===== config.mk =====
export PLATFORM = sky130hd
export DESIGN_NAME = flash_program_erase_commands
export DESIGN_NICKNAME = d
export VERILOG_FILES = /design/src/hw/nvm_cmd_pkg.sv /design/src/hw/nvm_array_if.sv /design/src/hw/flash_program_erase_commands.sv /design/src/hw/nvm_word_array.sv
export SDC_FILE = /design/constraint.sdc
export NUM_CORES = 2
export LEC_CHECK = 0
export BUFFER_PORTS_ARGS = -buffer_cell sky130_fd_sc_hd__buf_2
export CORE_MARGIN = 5
export CORE_UTILIZATION = 57
export CTS_BUF_LIST = sky130_fd_sc_hd__clkbuf_8 sky130_fd_sc_hd__clkbuf_16
export DETAILED_ROUTE_END_ITERATION = 16
export PLACE_DENSITY_LB_ADDON = 0.15
export SLEW_MARGIN = 15
export SYNTH_ARGS = -nofsm -noshare
export SYNTH_HDL_FRONTEND = slang
export SYNTH_SLANG_ARGS = --single-unit
export TNS_END_PERCENT = 10

===== constraint.sdc =====
create_clock -name pclk -period 5.7 [get_ports pclk]
set_input_delay 0.285 -clock pclk [delete_from_list [all_inputs] [get_ports pclk]]
set_output_delay 0.285 -clock pclk [all_outputs]
set_load 0.05 [all_outputs]

===== src/hw/nvm_cmd_pkg.sv =====
package nvm_cmd_pkg;
    // register byte offsets on the apb port
    localparam int APB_ADDR_W = 8;
    localparam logic [7:0] OFF_STATUS = 8'h00;
    localparam logic [7:0] OFF_INDEX = 8'h04;
    localparam logic [7:0] OFF_OBJECT = 8'h08;
    localparam logic [7:0] OFF_CONFIG = 8'h0c;
    localparam logic [7:0] OFF_SECURITY = 8'h10;
    localparam logic [7:0] OFF_READ_ADDR = 8'h14;
    localparam logic [7:0] OFF_READ_DATA = 8'h18;

    // status register bit positions
    localparam int BIT_COMPLETE = 7;
    localparam int BIT_ACCESS_ERR = 5;
    localparam int BIT_PROT_VIOL = 4;
    localparam int BIT_VERIFY_ANY = 1;
    localparam int BIT_VERIFY_UNCORR = 0;

    // config register fields
    localparam int BIT_MODE_PROGRAM = 0;
    localparam int BIT_MODE_ONCE = 1;
    localparam int BIT_MODE_ERASE_ALL = 2;
    localparam int BIT_PROT_ENABLE = 8;
    localparam int POS_PROT_BASE = 16;
    localparam logic [2:0] RESET_MODE_ENABLE = 3'h7;
    localparam logic [15:0] RESET_PROT_BASE = 16'hffff;
    localparam logic RESET_SECURED = 1'b1;

    // command codes and the slot index each needs at launch
    localparam logic [7:0] CMD_PROGRAM_FLASH = 8'h06;
    localparam logic [7:0] CMD_PROGRAM_ONCE = 8'h07;
    localparam logic [7:0] CMD_ERASE_ALL = 8'h08;
    localparam logic [2:0] IDX_ONE_LONGWORD = 3'h3;
    localparam logic [2:0] IDX_TWO_LONGWORDS = 3'h5;
    localparam logic [2:0] IDX_ONCE = 3'h5;
    localparam logic [2:0] IDX_ERASE_ALL = 3'h0;
    localparam int SLOT_COUNT = 6;
    localparam logic [2:0] SLOT_FIRST_DATA = 3'h2;

    // memory layout
    localparam logic [7:0] FLASH_BLOCK_SEL = 8'h00;
    localparam logic [15:0] ONCE_LAST_PHRASE = 16'h0007;
    localparam int ONCE_WORDS = 32;
    localparam logic [15:0] ERASED_WORD = 16'hffff;
    localparam logic [15:0] INVALID_READ = 16'h0000;
endpackage : nvm_cmd_pkg


===== src/hw/nvm_array_if.sv =====
`timescale 1ns/1ps
interface nvm_array_if #(parameter int AW = 6);
    logic [AW-1:0] addr;
    logic [15:0] wdata;
    logic prog;
    logic erase;
    logic [15:0] rdata;
    modport ctrl(output addr, output wdata, output prog, output erase, input rdata);
    modport store(input addr, input wdata, input prog, input erase, output rdata);
endinterface : nvm_array_if


===== src/hw/flash_program_erase_commands.sv =====
`timescale 1ns/1ps
module flash_program_erase_commands #(
    parameter int FLASH_BYTES = 128
) (
    // clock and reset
    input wire logic pclk,
    input wire logic presetn,
    // apb request
    input wire logic psel,
    input wire logic penable,
    input wire logic pwrite,
    input wire logic [nvm_cmd_pkg::APB_ADDR_W-1:0] paddr,
    input wire logic [31:0] pwdata,
    // apb answer
    output logic [31:0] prdata,
    output logic pready,
    output logic pslverr
);
    localparam int FLASH_WORDS = FLASH_BYTES / 2;
    localparam int AW_F = $clog2(FLASH_WORDS);
    localparam int AW_O = $clog2(nvm_cmd_pkg::ONCE_WORDS);

    typedef enum logic [2:0] {
        ST_IDLE,
        ST_ONCE_CHECK,
        ST_PROGRAM,
        ST_VERIFY,
        ST_ERASE,
        ST_ERASE_VERIFY
    } seq_state_t;

    ////////////////////////////////////////////////////////////////////////
    // state

    seq_state_t state;
    logic [15:0] step;
    logic op_once;
    logic [2:0] op_words;
    logic command_complete_flag;
    logic access_error_flag;
    logic protection_violation_flag;
    logic verify_fault_any;
    logic verify_fault_uncorrectable;
    logic [2:0] command_object_index;
    logic [15:0] command_object [nvm_cmd_pkg::SLOT_COUNT];
    logic [2:0] mode_enable;
    logic prot_enable;
    logic [15:0] prot_base;
    logic secured;
    logic [15:0] read_addr;

    nvm_array_if #(.AW(AW_F)) flash_bus ();
    nvm_array_if #(.AW(AW_O)) once_bus ();

    nvm_word_array #(.DEPTH(FLASH_WORDS)) u_flash (
        .pclk(pclk),
        .presetn(presetn),
        .bus(flash_bus.store)
    );

    nvm_word_array #(.DEPTH(nvm_cmd_pkg::ONCE_WORDS)) u_once (
        .pclk(pclk),
        .presetn(presetn),
        .bus(once_bus.store)
    );

    ////////////////////////////////////////////////////////////////////////
    // apb decode

    logic access;
    logic wr_en;
    logic busy;
    logic [7:0] command_object_high_byte;
    logic [7:0] command_object_low_byte;
    logic [15:0] gaddr;

    assign access = psel & penable & ~pready;
    assign wr_en = psel & penable & pready & pwrite;
    assign busy = ~command_complete_flag;
    assign command_object_high_byte = command_object[0][15:8];
    assign command_object_low_byte = command_object[0][7:0];
    assign gaddr = command_object[1];

    logic wr_status;
    logic wr_cfg_ok;

    assign wr_status = wr_en && paddr == nvm_cmd_pkg::OFF_STATUS;
    // writes other than to status are dropped while a command runs
    assign wr_cfg_ok = wr_en && !busy;

    logic [31:0] rd_value;
    logic addr_hit;

    always_comb begin
        rd_value = 32'h0000_0000;
        addr_hit = 1'b1;
        if (paddr == nvm_cmd_pkg::OFF_STATUS) begin
            rd_value[nvm_cmd_pkg::BIT_COMPLETE] = command_complete_flag;
            rd_value[nvm_cmd_pkg::BIT_ACCESS_ERR] = access_error_flag;
            rd_value[nvm_cmd_pkg::BIT_PROT_VIOL] = protection_violation_flag;
            rd_value[nvm_cmd_pkg::BIT_VERIFY_ANY] = verify_fault_any;
            rd_value[nvm_cmd_pkg::BIT_VERIFY_UNCORR] = verify_fault_uncorrectable;
        end else if (paddr == nvm_cmd_pkg::OFF_INDEX) begin
            rd_value[2:0] = command_object_index;
        end else if (paddr == nvm_cmd_pkg::OFF_OBJECT) begin
            if (command_object_index < 3'(nvm_cmd_pkg::SLOT_COUNT)) begin
                rd_value[15:0] = command_object[command_object_index];
            end
        end else if (paddr == nvm_cmd_pkg::OFF_CONFIG) begin
            rd_value[2:0] = mode_enable;
            rd_value[nvm_cmd_pkg::BIT_PROT_ENABLE] = prot_enable;
            rd_value[nvm_cmd_pkg::POS_PROT_BASE +: 16] = prot_base;
        end else if (paddr == nvm_cmd_pkg::OFF_SECURITY) begin
            rd_value[0] = secured;
        end else if (paddr == nvm_cmd_pkg::OFF_READ_ADDR) begin
            rd_value[15:0] = read_addr;
        end else if (paddr == nvm_cmd_pkg::OFF_READ_DATA) begin
            // the array port belongs to the sequencer while it runs
            rd_value[15:0] = busy ? nvm_cmd_pkg::INVALID_READ : flash_bus.rdata;
        end else begin
            addr_hit = 1'b0;
        end
    end

    // one wait state: the answer is registered in the first access cycle
    always_ff @(posedge pclk or negedge presetn) begin
        if (!presetn) begin
            pready <= 1'b0;
        end else begin
            pready <= access;
        end
    end

    always_ff @(posedge pclk or negedge presetn) begin
        if (!presetn) begin
            prdata <= 32'h0000_0000;
            pslverr <= 1'b0;
        end else if (access) begin
            prdata <= pwrite ? 32'h0000_0000 : rd_value;
            pslverr <= ~addr_hit;
        end else begin
            // error only stands beside its pready pulse
            pslverr <= 1'b0;
        end
    end

    ////////////////////////////////////////////////////////////////////////
    // launch checks

    logic launch;
    logic [2:0] pf_words;
    logic [16:0] pf_last;
    logic launch_acc;
    logic launch_prot;

    assign launch = wr_status && pwdata[nvm_cmd_pkg::BIT_COMPLETE] && command_complete_flag;
    assign pf_words = (command_object_index == nvm_cmd_pkg::IDX_TWO_LONGWORDS) ? 3'd4 : 3'd2;
    assign pf_last = 17'({1'b0, gaddr} + {13'h0000, pf_words, 1'b0} - 17'h0_0001);

    always_comb begin
        launch_acc = 1'b0;
        launch_prot = 1'b0;
        if (command_object_high_byte == nvm_cmd_pkg::CMD_PROGRAM_FLASH) begin
            launch_acc = (command_object_index != nvm_cmd_pkg::IDX_ONE_LONGWORD
                && command_object_index != nvm_cmd_pkg::IDX_TWO_LONGWORDS)
                || gaddr[1:0] != 2'b00
                || pf_last >= 17'(FLASH_BYTES)
                || !mode_enable[nvm_cmd_pkg::BIT_MODE_PROGRAM]
                || command_object_low_byte != nvm_cmd_pkg::FLASH_BLOCK_SEL
                || {1'b0, gaddr} >= 17'(FLASH_BYTES);
            launch_prot = prot_enable && pf_last >= {1'b0, prot_base};
        end else if (command_object_high_byte == nvm_cmd_pkg::CMD_PROGRAM_ONCE) begin
            launch_acc = command_object_index != nvm_cmd_pkg::IDX_ONCE
                || gaddr > nvm_cmd_pkg::ONCE_LAST_PHRASE
                || !mode_enable[nvm_cmd_pkg::BIT_MODE_ONCE];
        end else if (command_object_high_byte == nvm_cmd_pkg::CMD_ERASE_ALL) begin
            launch_acc = command_object_index != nvm_cmd_pkg::IDX_ERASE_ALL
                || !mode_enable[nvm_cmd_pkg::BIT_MODE_ERASE_ALL];
            launch_prot = prot_enable;
        end else begin
            launch_acc = 1'b1;
        end
    end

    logic launch_ok;

    // a refused launch never leaves idle, so nothing reaches the arrays
    assign launch_ok = launch && !launch_acc && !launch_prot;

    ////////////////////////////////////////////////////////////////////////
    // sequencer datapath

    logic [15:0] expect_word;
    logic [15:0] seen_word;
    logic [15:0] diff;
    logic mismatch;
    logic uncorrectable;
    logic last_data_step;
    logic last_flash_step;

    assign expect_word = command_object[step[1:0] + nvm_cmd_pkg::SLOT_FIRST_DATA];
    assign seen_word = op_once ? once_bus.rdata : flash_bus.rdata;
    assign diff = (state == ST_ERASE_VERIFY) ? (seen_word ^ nvm_cmd_pkg::ERASED_WORD) : (seen_word ^ expect_word);
    assign mismatch = diff != 16'h0000;
    // a single flipped bit is treated as correctable, two or more are not
    assign uncorrectable = (diff & (diff - 16'h0001)) != 16'h0000;
    assign last_data_step = step == 16'(op_words - 3'd1);
    assign last_flash_step = step == 16'(FLASH_WORDS - 1);

    always_comb begin
        flash_bus.addr = busy ? AW_F'(gaddr[15:1] + step[14:0]) : AW_F'(read_addr[15:1]);
        if (state == ST_ERASE_VERIFY) begin
            flash_bus.addr = AW_F'(step);
        end
        flash_bus.wdata = expect_word;
        flash_bus.prog = state == ST_PROGRAM && !op_once;
        flash_bus.erase = state == ST_ERASE;
        once_bus.addr = AW_O'({gaddr[2:0], step[1:0]});
        once_bus.wdata = expect_word;
        once_bus.prog = state == ST_PROGRAM && op_once;
        once_bus.erase = 1'b0;
    end

    ////////////////////////////////////////////////////////////////////////
    // sequencer

    always_ff @(posedge pclk or negedge presetn) begin
        if (!presetn) begin
            state <= ST_IDLE;
            step <= 16'h0000;
            op_once <= 1'b0;
            op_words <= 3'd0;
        end else begin
            case (state)
                ST_IDLE: begin
                    step <= 16'h0000;
                    if (launch_ok) begin
                        op_once <= command_object_high_byte == nvm_cmd_pkg::CMD_PROGRAM_ONCE;
                        op_words <= (command_object_high_byte == nvm_cmd_pkg::CMD_PROGRAM_ONCE) ? 3'd4 : pf_words;
                        if (command_object_high_byte == nvm_cmd_pkg::CMD_PROGRAM_ONCE) begin
                            state <= ST_ONCE_CHECK;
                        end else if (command_object_high_byte == nvm_cmd_pkg::CMD_ERASE_ALL) begin
                            state <= ST_ERASE;
                        end else begin
                            state <= ST_PROGRAM;
                        end
                    end
                end
                ST_ONCE_CHECK: begin
                    // an all-ones phrase reads as erased and may be written again
                    if (once_bus.rdata != nvm_cmd_pkg::ERASED_WORD) begin
                        state <= ST_IDLE;
                    end else if (last_data_step) begin
                        state <= ST_PROGRAM;
                        step <= 16'h0000;
                    end else begin
                        step <= step + 16'h0001;
                    end
                end
                ST_PROGRAM: begin
                    if (last_data_step) begin
                        state <= ST_VERIFY;
                        step <= 16'h0000;
                    end else begin
                        step <= step + 16'h0001;
                    end
                end
                ST_VERIFY: begin
                    if (last_data_step) begin
                        state <= ST_IDLE;
                    end else begin
                        step <= step + 16'h0001;
                    end
                end
                ST_ERASE: begin
                    state <= ST_ERASE_VERIFY;
                    step <= 16'h0000;
                end
                ST_ERASE_VERIFY: begin
                    if (last_flash_step) begin
                        state <= ST_IDLE;
                    end else begin
                        step <= step + 16'h0001;
                    end
                end
                default: begin
                    state <= ST_IDLE;
                end
            endcase
        end
    end

    logic seq_done;
    logic once_refused;

    assign once_refused = state == ST_ONCE_CHECK && once_bus.rdata != nvm_cmd_pkg::ERASED_WORD;
    assign seq_done = (state == ST_VERIFY && last_data_step)
        || (state == ST_ERASE_VERIFY && last_flash_step) || once_refused;

    ////////////////////////////////////////////////////////////////////////
    // status flags

    always_ff @(posedge pclk or negedge presetn) begin
        if (!presetn) begin
            command_complete_flag <= 1'b1;
        end else if (launch_ok) begin
            command_complete_flag <= 1'b0;
        end else if (seq_done) begin
            command_complete_flag <= 1'b1;
        end
    end

    // hardware set wins over a write-one clear in the same cycle
    always_ff @(posedge pclk or negedge presetn) begin
        if (!presetn) begin
            access_error_flag <= 1'b0;
        end else if ((launch && launch_acc) || once_refused) begin
            access_error_flag <= 1'b1;
        end else if (wr_status && pwdata[nvm_cmd_pkg::BIT_ACCESS_ERR]) begin
            access_error_flag <= 1'b0;
        end
    end

    always_ff @(posedge pclk or negedge presetn) begin
        if (!presetn) begin
            protection_violation_flag <= 1'b0;
        end else if (launch && launch_prot) begin
            protection_violation_flag <= 1'b1;
        end else if (wr_status && pwdata[nvm_cmd_pkg::BIT_PROT_VIOL]) begin
            protection_violation_flag <= 1'b0;
        end
    end

    // verify results belong to the last command, so an accepted launch clears them
    always_ff @(posedge pclk or negedge presetn) begin
        if (!presetn) begin
            verify_fault_any <= 1'b0;
            verify_fault_uncorrectable <= 1'b0;
        end else if (launch_ok) begin
            verify_fault_any <= 1'b0;
            verify_fault_uncorrectable <= 1'b0;
        end else if (state == ST_VERIFY || state == ST_ERASE_VERIFY) begin
            verify_fault_any <= verify_fault_any | mismatch;
            verify_fault_uncorrectable <= verify_fault_uncorrectable | uncorrectable;
        end
    end

    always_ff @(posedge pclk or negedge presetn) begin
        if (!presetn) begin
            secured <= nvm_cmd_pkg::RESET_SECURED;
        end else if (state == ST_ERASE_VERIFY && last_flash_step && !verify_fault_any && !mismatch) begin
            secured <= 1'b0;
        end
    end

    ////////////////////////////////////////////////////////////////////////
    // software registers

    always_ff @(posedge pclk or negedge presetn) begin
        if (!presetn) begin
            command_object_index <= 3'h0;
        end else if (wr_cfg_ok && paddr == nvm_cmd_pkg::OFF_INDEX) begin
            command_object_index <= pwdata[2:0];
        end
    end

    always_ff @(posedge pclk or negedge presetn) begin
        if (!presetn) begin
            for (int i = 0; i < nvm_cmd_pkg::SLOT_COUNT; i++) begin
                command_object[i] <= 16'h0000;
            end
        end else if (wr_cfg_ok && paddr == nvm_cmd_pkg::OFF_OBJECT
                     && command_object_index < 3'(nvm_cmd_pkg::SLOT_COUNT)) begin
            command_object[command_object_index] <= pwdata[15:0];
        end
    end

    always_ff @(posedge pclk or negedge presetn) begin
        if (!presetn) begin
            mode_enable <= nvm_cmd_pkg::RESET_MODE_ENABLE;
            prot_enable <= 1'b0;
            prot_base <= nvm_cmd_pkg::RESET_PROT_BASE;
        end else if (wr_cfg_ok && paddr == nvm_cmd_pkg::OFF_CONFIG) begin
            mode_enable <= pwdata[2:0];
            prot_enable <= pwdata[nvm_cmd_pkg::BIT_PROT_ENABLE];
            prot_base <= pwdata[nvm_cmd_pkg::POS_PROT_BASE +: 16];
        end
    end

    always_ff @(posedge pclk or negedge presetn) begin
        if (!presetn) begin
            read_addr <= 16'h0000;
        end else if (wr_cfg_ok && paddr == nvm_cmd_pkg::OFF_READ_ADDR) begin
            read_addr <= pwdata[15:0];
        end
    end
endmodule : flash_program_erase_commands


===== src/hw/nvm_word_array.sv =====
`timescale 1ns/1ps
module nvm_word_array #(
    parameter int DEPTH = 64
) (
    // clock and reset
    input wire logic pclk,
    input wire logic presetn,
    // array port
    nvm_array_if.store bus
);
    logic [15:0] mem [DEPTH];

    assign bus.rdata = mem[bus.addr];

    // programming can only clear bits, so a second program of a word
    // merges with the old contents and the read-back exposes it
    always_ff @(posedge pclk or negedge presetn) begin
        if (!presetn) begin
            for (int i = 0; i < DEPTH; i++) begin
                mem[i] <= nvm_cmd_pkg::ERASED_WORD;
            end
        end else if (bus.erase) begin
            for (int i = 0; i < DEPTH; i++) begin
                mem[i] <= nvm_cmd_pkg::ERASED_WORD;
            end
        end else if (bus.prog) begin
            mem[bus.addr] <= mem[bus.addr] & bus.wdata;
        end
    end
endmodule : nvm_word_array


==> impl_metrics.toml <==
[route]
drt-vias-per-instance = 6.61
routed-wl-met3_um = 21800
via_count = 64500
dr.pass1.iters = 6
drt_iter0_drc = 7740
remaining_drc_errors = 0
highest_layer = "met4"
antenna_left = 0
drt-met1-wl_um = 103000
wl_um = 254000
routedWlPerCell_um = 26.0
route.met2.wl_um = 116000

[synth]
synth_warnings = 0
synth_top_cell_area_share = 0.500
synth_fp_nets = 7990
yosysSeqAreaShare = 0.554
synth_top_cells_by_count = "2,637 x o21ai_0, 1,557 x dfstp_2, 791 x nand2_1"
synth_edf_count = 0
synth.most_common_cell = "o21ai_0"
avgSynthCellArea_um2 = 10.4
syn_area_um2 = 81800
synthCells = 7890
yosysTopAreaCell = "dfstp_2"
synthFlopType = "dfstp_2"
synthTopCellsByArea = "dfstp_2 50%, o21ai_0 16%, dfrtp_1 5.4%"
async_flop_share = 1.00
ys_ff_latch = 1733
post_synth_num_cell_types = 82

[floorplanning]
core-area_um2 = 143000
dieArea_um2 = 151000
rows = 139
initial_utilization = 0.572
die_h_um = 389
io_pins = 79
die_w_um = 389

[sta]
worst_pin_slew_ns = 1.19
slew_violations = 0
slew_headroom = 0.202
hold_ws_ns = 0.0595
min_period_ns = 5.60
hold_violations = 0
fmax_ghz = 0.179
skew_ns = 0.0309
layout_worst_path_cycle_share = 0.983
finalSetupViolCount = 0

[worst_setup_path]
cp_slowest_cell = "a2111oi_0"
cp-start-kind = "flip-flop"
critPathKind = "reg -> reg"
path_cells = "ha_1, fa_1, xnor2_2, o211ai_1, buf_4, nand2_4, buf_12, buf_4, o22ai_1, a21oi_1, a21oi_1, a2111oi_0, nand2_1, mux2i_1, xor2_1, maj3_1, o31a_1, a211oi_2, nor3_1"
cp.required_ns = 6.38
crit_fanout = 26
arrival_ns = 6.28
slowest_delay_ns = 0.67
end_kind = "flip-flop"

[status]
outcome = "finished, final reports clean"

[cells_and_area]
drive_above_1_share = 0.332
fin_area_um2 = 91500
fin_cells = 9761
syn_to_final_growth_pct = 11.8
nFillCells = 11200
utilization = 0.639
regArea_um2 = 45300
multiInputGateArea_um2 = 33100
fin_nets = 7810

[clock_tree]
cts.clk_slew.worst_paths_ns = 0.07
clock_latency_ns = 0.81
clock-sinks = 1733
cts_buffers = 180
cts_tree = "built"
h-tree-depth = 4
clockBufferDepth = 3
root_buffer = "clkbuf_16"

[place]
io_buffers = 78
dp_hpwl_um = 158000
place.gp.congestion = 0.965
placed_cells = 9392
place_area_um2 = 84700

[pwr]
power_switching_w = 0.00536
pwr-share-clk = 0.494
leakage_nw = 35.0
powerDensity_nw_per_um2 = 275
seq_power_share = 0.491
internal-power_w = 0.0198
pwr-share-comb = 0.015
p_sw_frac = 0.213
vdd_drop_max_uv = 323

[hold_path]
hold_class = "in -> reg"

[grt]
grt_overflow = 0
grt_antenna_before_repair = 1
grt_pass1_wl_um = 392000
grt_pass1_vias = 62600
grt_max_degree = 178
grt_usage = 0.331

[job]
cap_violations = 0
==> cell families (layout without fill, tap and decap cells) <==
group,count (synthesis),in the layout,synth area share
fa+ha+maj,60,60,0.00920
buf+inv,865,832,0.0444
mux,613,613,0.0991
xor+xnor,50,50,0.00535
simple gates,1239,1239,0.0657
flops,1733,1733,0.554
compound gates,3330,3330,0.223
other cells,0,1,0
==> power groups by stage <==
stage	Sequential (W)	Clock, W	Combinational [W]
after floorplan	0.0125	0	0.0000361
after global placement	0.0125	0	0.000353
after detailed placement	0.0125	0	0.000358
after CTS	0.0124	0.0126	0.000379
after global routing	0.0124	0.0131	0.000419
final	0.0124	0.0124	0.000370
==> critical path, delay by kind of cell, from the launching register on <==
family	cells	cell delay [ns]
AOI/OAI and AO/OA	7	1.82
xor gates and xnor gates	2	0.51
adders and majority gates	3	1.04
buffers and inverters	3	0.63
DFF	1	0.49
muxes	1	0.28
and+or+nand+nor	3	0.67
==> registers in the layout (all words and copies together), names as in the netlist <==
| signal | count |
|---|---|
| prot_enable | 1 |
| pready | 1 |
| read_addr | 16 |
| access_error_flag | 1 |
| command_object_index | 3 |
| u_once.mem | 512 |
| command_complete_flag | 1 |
| mode_enable | 3 |
| u_flash.mem | 1024 |
| protection_violation_flag | 1 |
| gaddr | 16 |
| verify_fault_any | 1 |
| step | 16 |
| prdata | 32 |
| secured | 1 |
| op_words | 2 |
| state | 3 |
| command_object | 80 |
| prot_base | 16 |
| pslverr | 1 |
| verify_fault_uncorrectable | 1 |
| op_once | 1 |
==> path summary, 6_finish.rpt <==
path	endpoint	from	cells after the start	slack, ns
worst max-delay path	verify_fault_uncorrectable	step[0]	19	0.1
worst min-delay path	prdata[0]	paddr[2]	3	0.06
worst max register to register	verify_fault_uncorrectable	step[0]	19	0.1
worst min register to register	u_once.mem[350]	u_once.mem[350]	2	0.47
max in group asynchronous	command_object[14]	presetn	3	3.92
min in group asynchronous	u_flash.mem[643]	presetn	2	0.46
==> placed cells by master, fill, tap and decap left out, drive strengths merged, types with 38 or more instances in the layout <==
master | netlist | routed
a21oi | 79 | 79
a22o | 53 | 53
a22oi | 169 | 169
buf | 133 | 409
clkbuf | 676 | 230
clkinv | 0 | 38
dfrtp | 176 | 176
dfstp | 1557 | 1557
dlygate4sd3 | 0 | 38
ha | 53 | 53
inv | 56 | 93
mux2 | 127 | 127
mux2i | 341 | 341
mux4 | 145 | 145
nand2 | 791 | 791
nand3 | 46 | 46
nand4 | 44 | 44
nor2 | 158 | 158
nor3 | 45 | 45
o21ai | 2638 | 2638
o22ai | 200 | 200
==> through the flow <==
stage / TNS, ns / setup slack [ns] / power, W
floorplan: 0 / 0.0202 / 0.0126
global placement: 0 / 0.121 / 0.0129
detailed placement: 0 / 0.0155 / 0.0129
CTS: 0 / 0.0936 / 0.0253
global route: -0.0732 / -0.0506 / 0.0259
finish: 0 / 0.0980 / 0.0252
==> per-layer routing <==
| layer | GRT usage | up-vias |
|---|---|---|
| li1 | - | 28200 |
| met1 | 0.455 | 32600 |
| met2 | 0.508 | 3104 |
| met5 | 0 | - |
| met3 | 0.0704 | 626 |
| met4 | 0.153 | 0 |
==> area by class of cell <==
| cell class | count | share of cell area |
|---|---|---|
| clock buffer | 230 | 0.0578 |
| antenna | 1 | 0.0000274 |
| sequential | 1733 | 0.495 |
| inverter | 56 | 0.00230 |
| tap | 1903 | 0.0260 |
| timing repair buffer | 447 | 0.0446 |
| multi-input combinational | 5292 | 0.362 |
| clock inverter | 99 | 0.0114 |
==> timing repair <==
action / 4_1_cts / 5_1_grt
buffers inserted: 0 / 1
gates resized for setup: 1 / 9
setup endpoints to repair: 1 / 9
endpoints found under the hold margin: 236 / 0
hold buffers: 38 / 0
pin swaps: 0 / 6
gates cloned: 0 / 0
No activity file was read; power rests on OpenSTA's default activity.
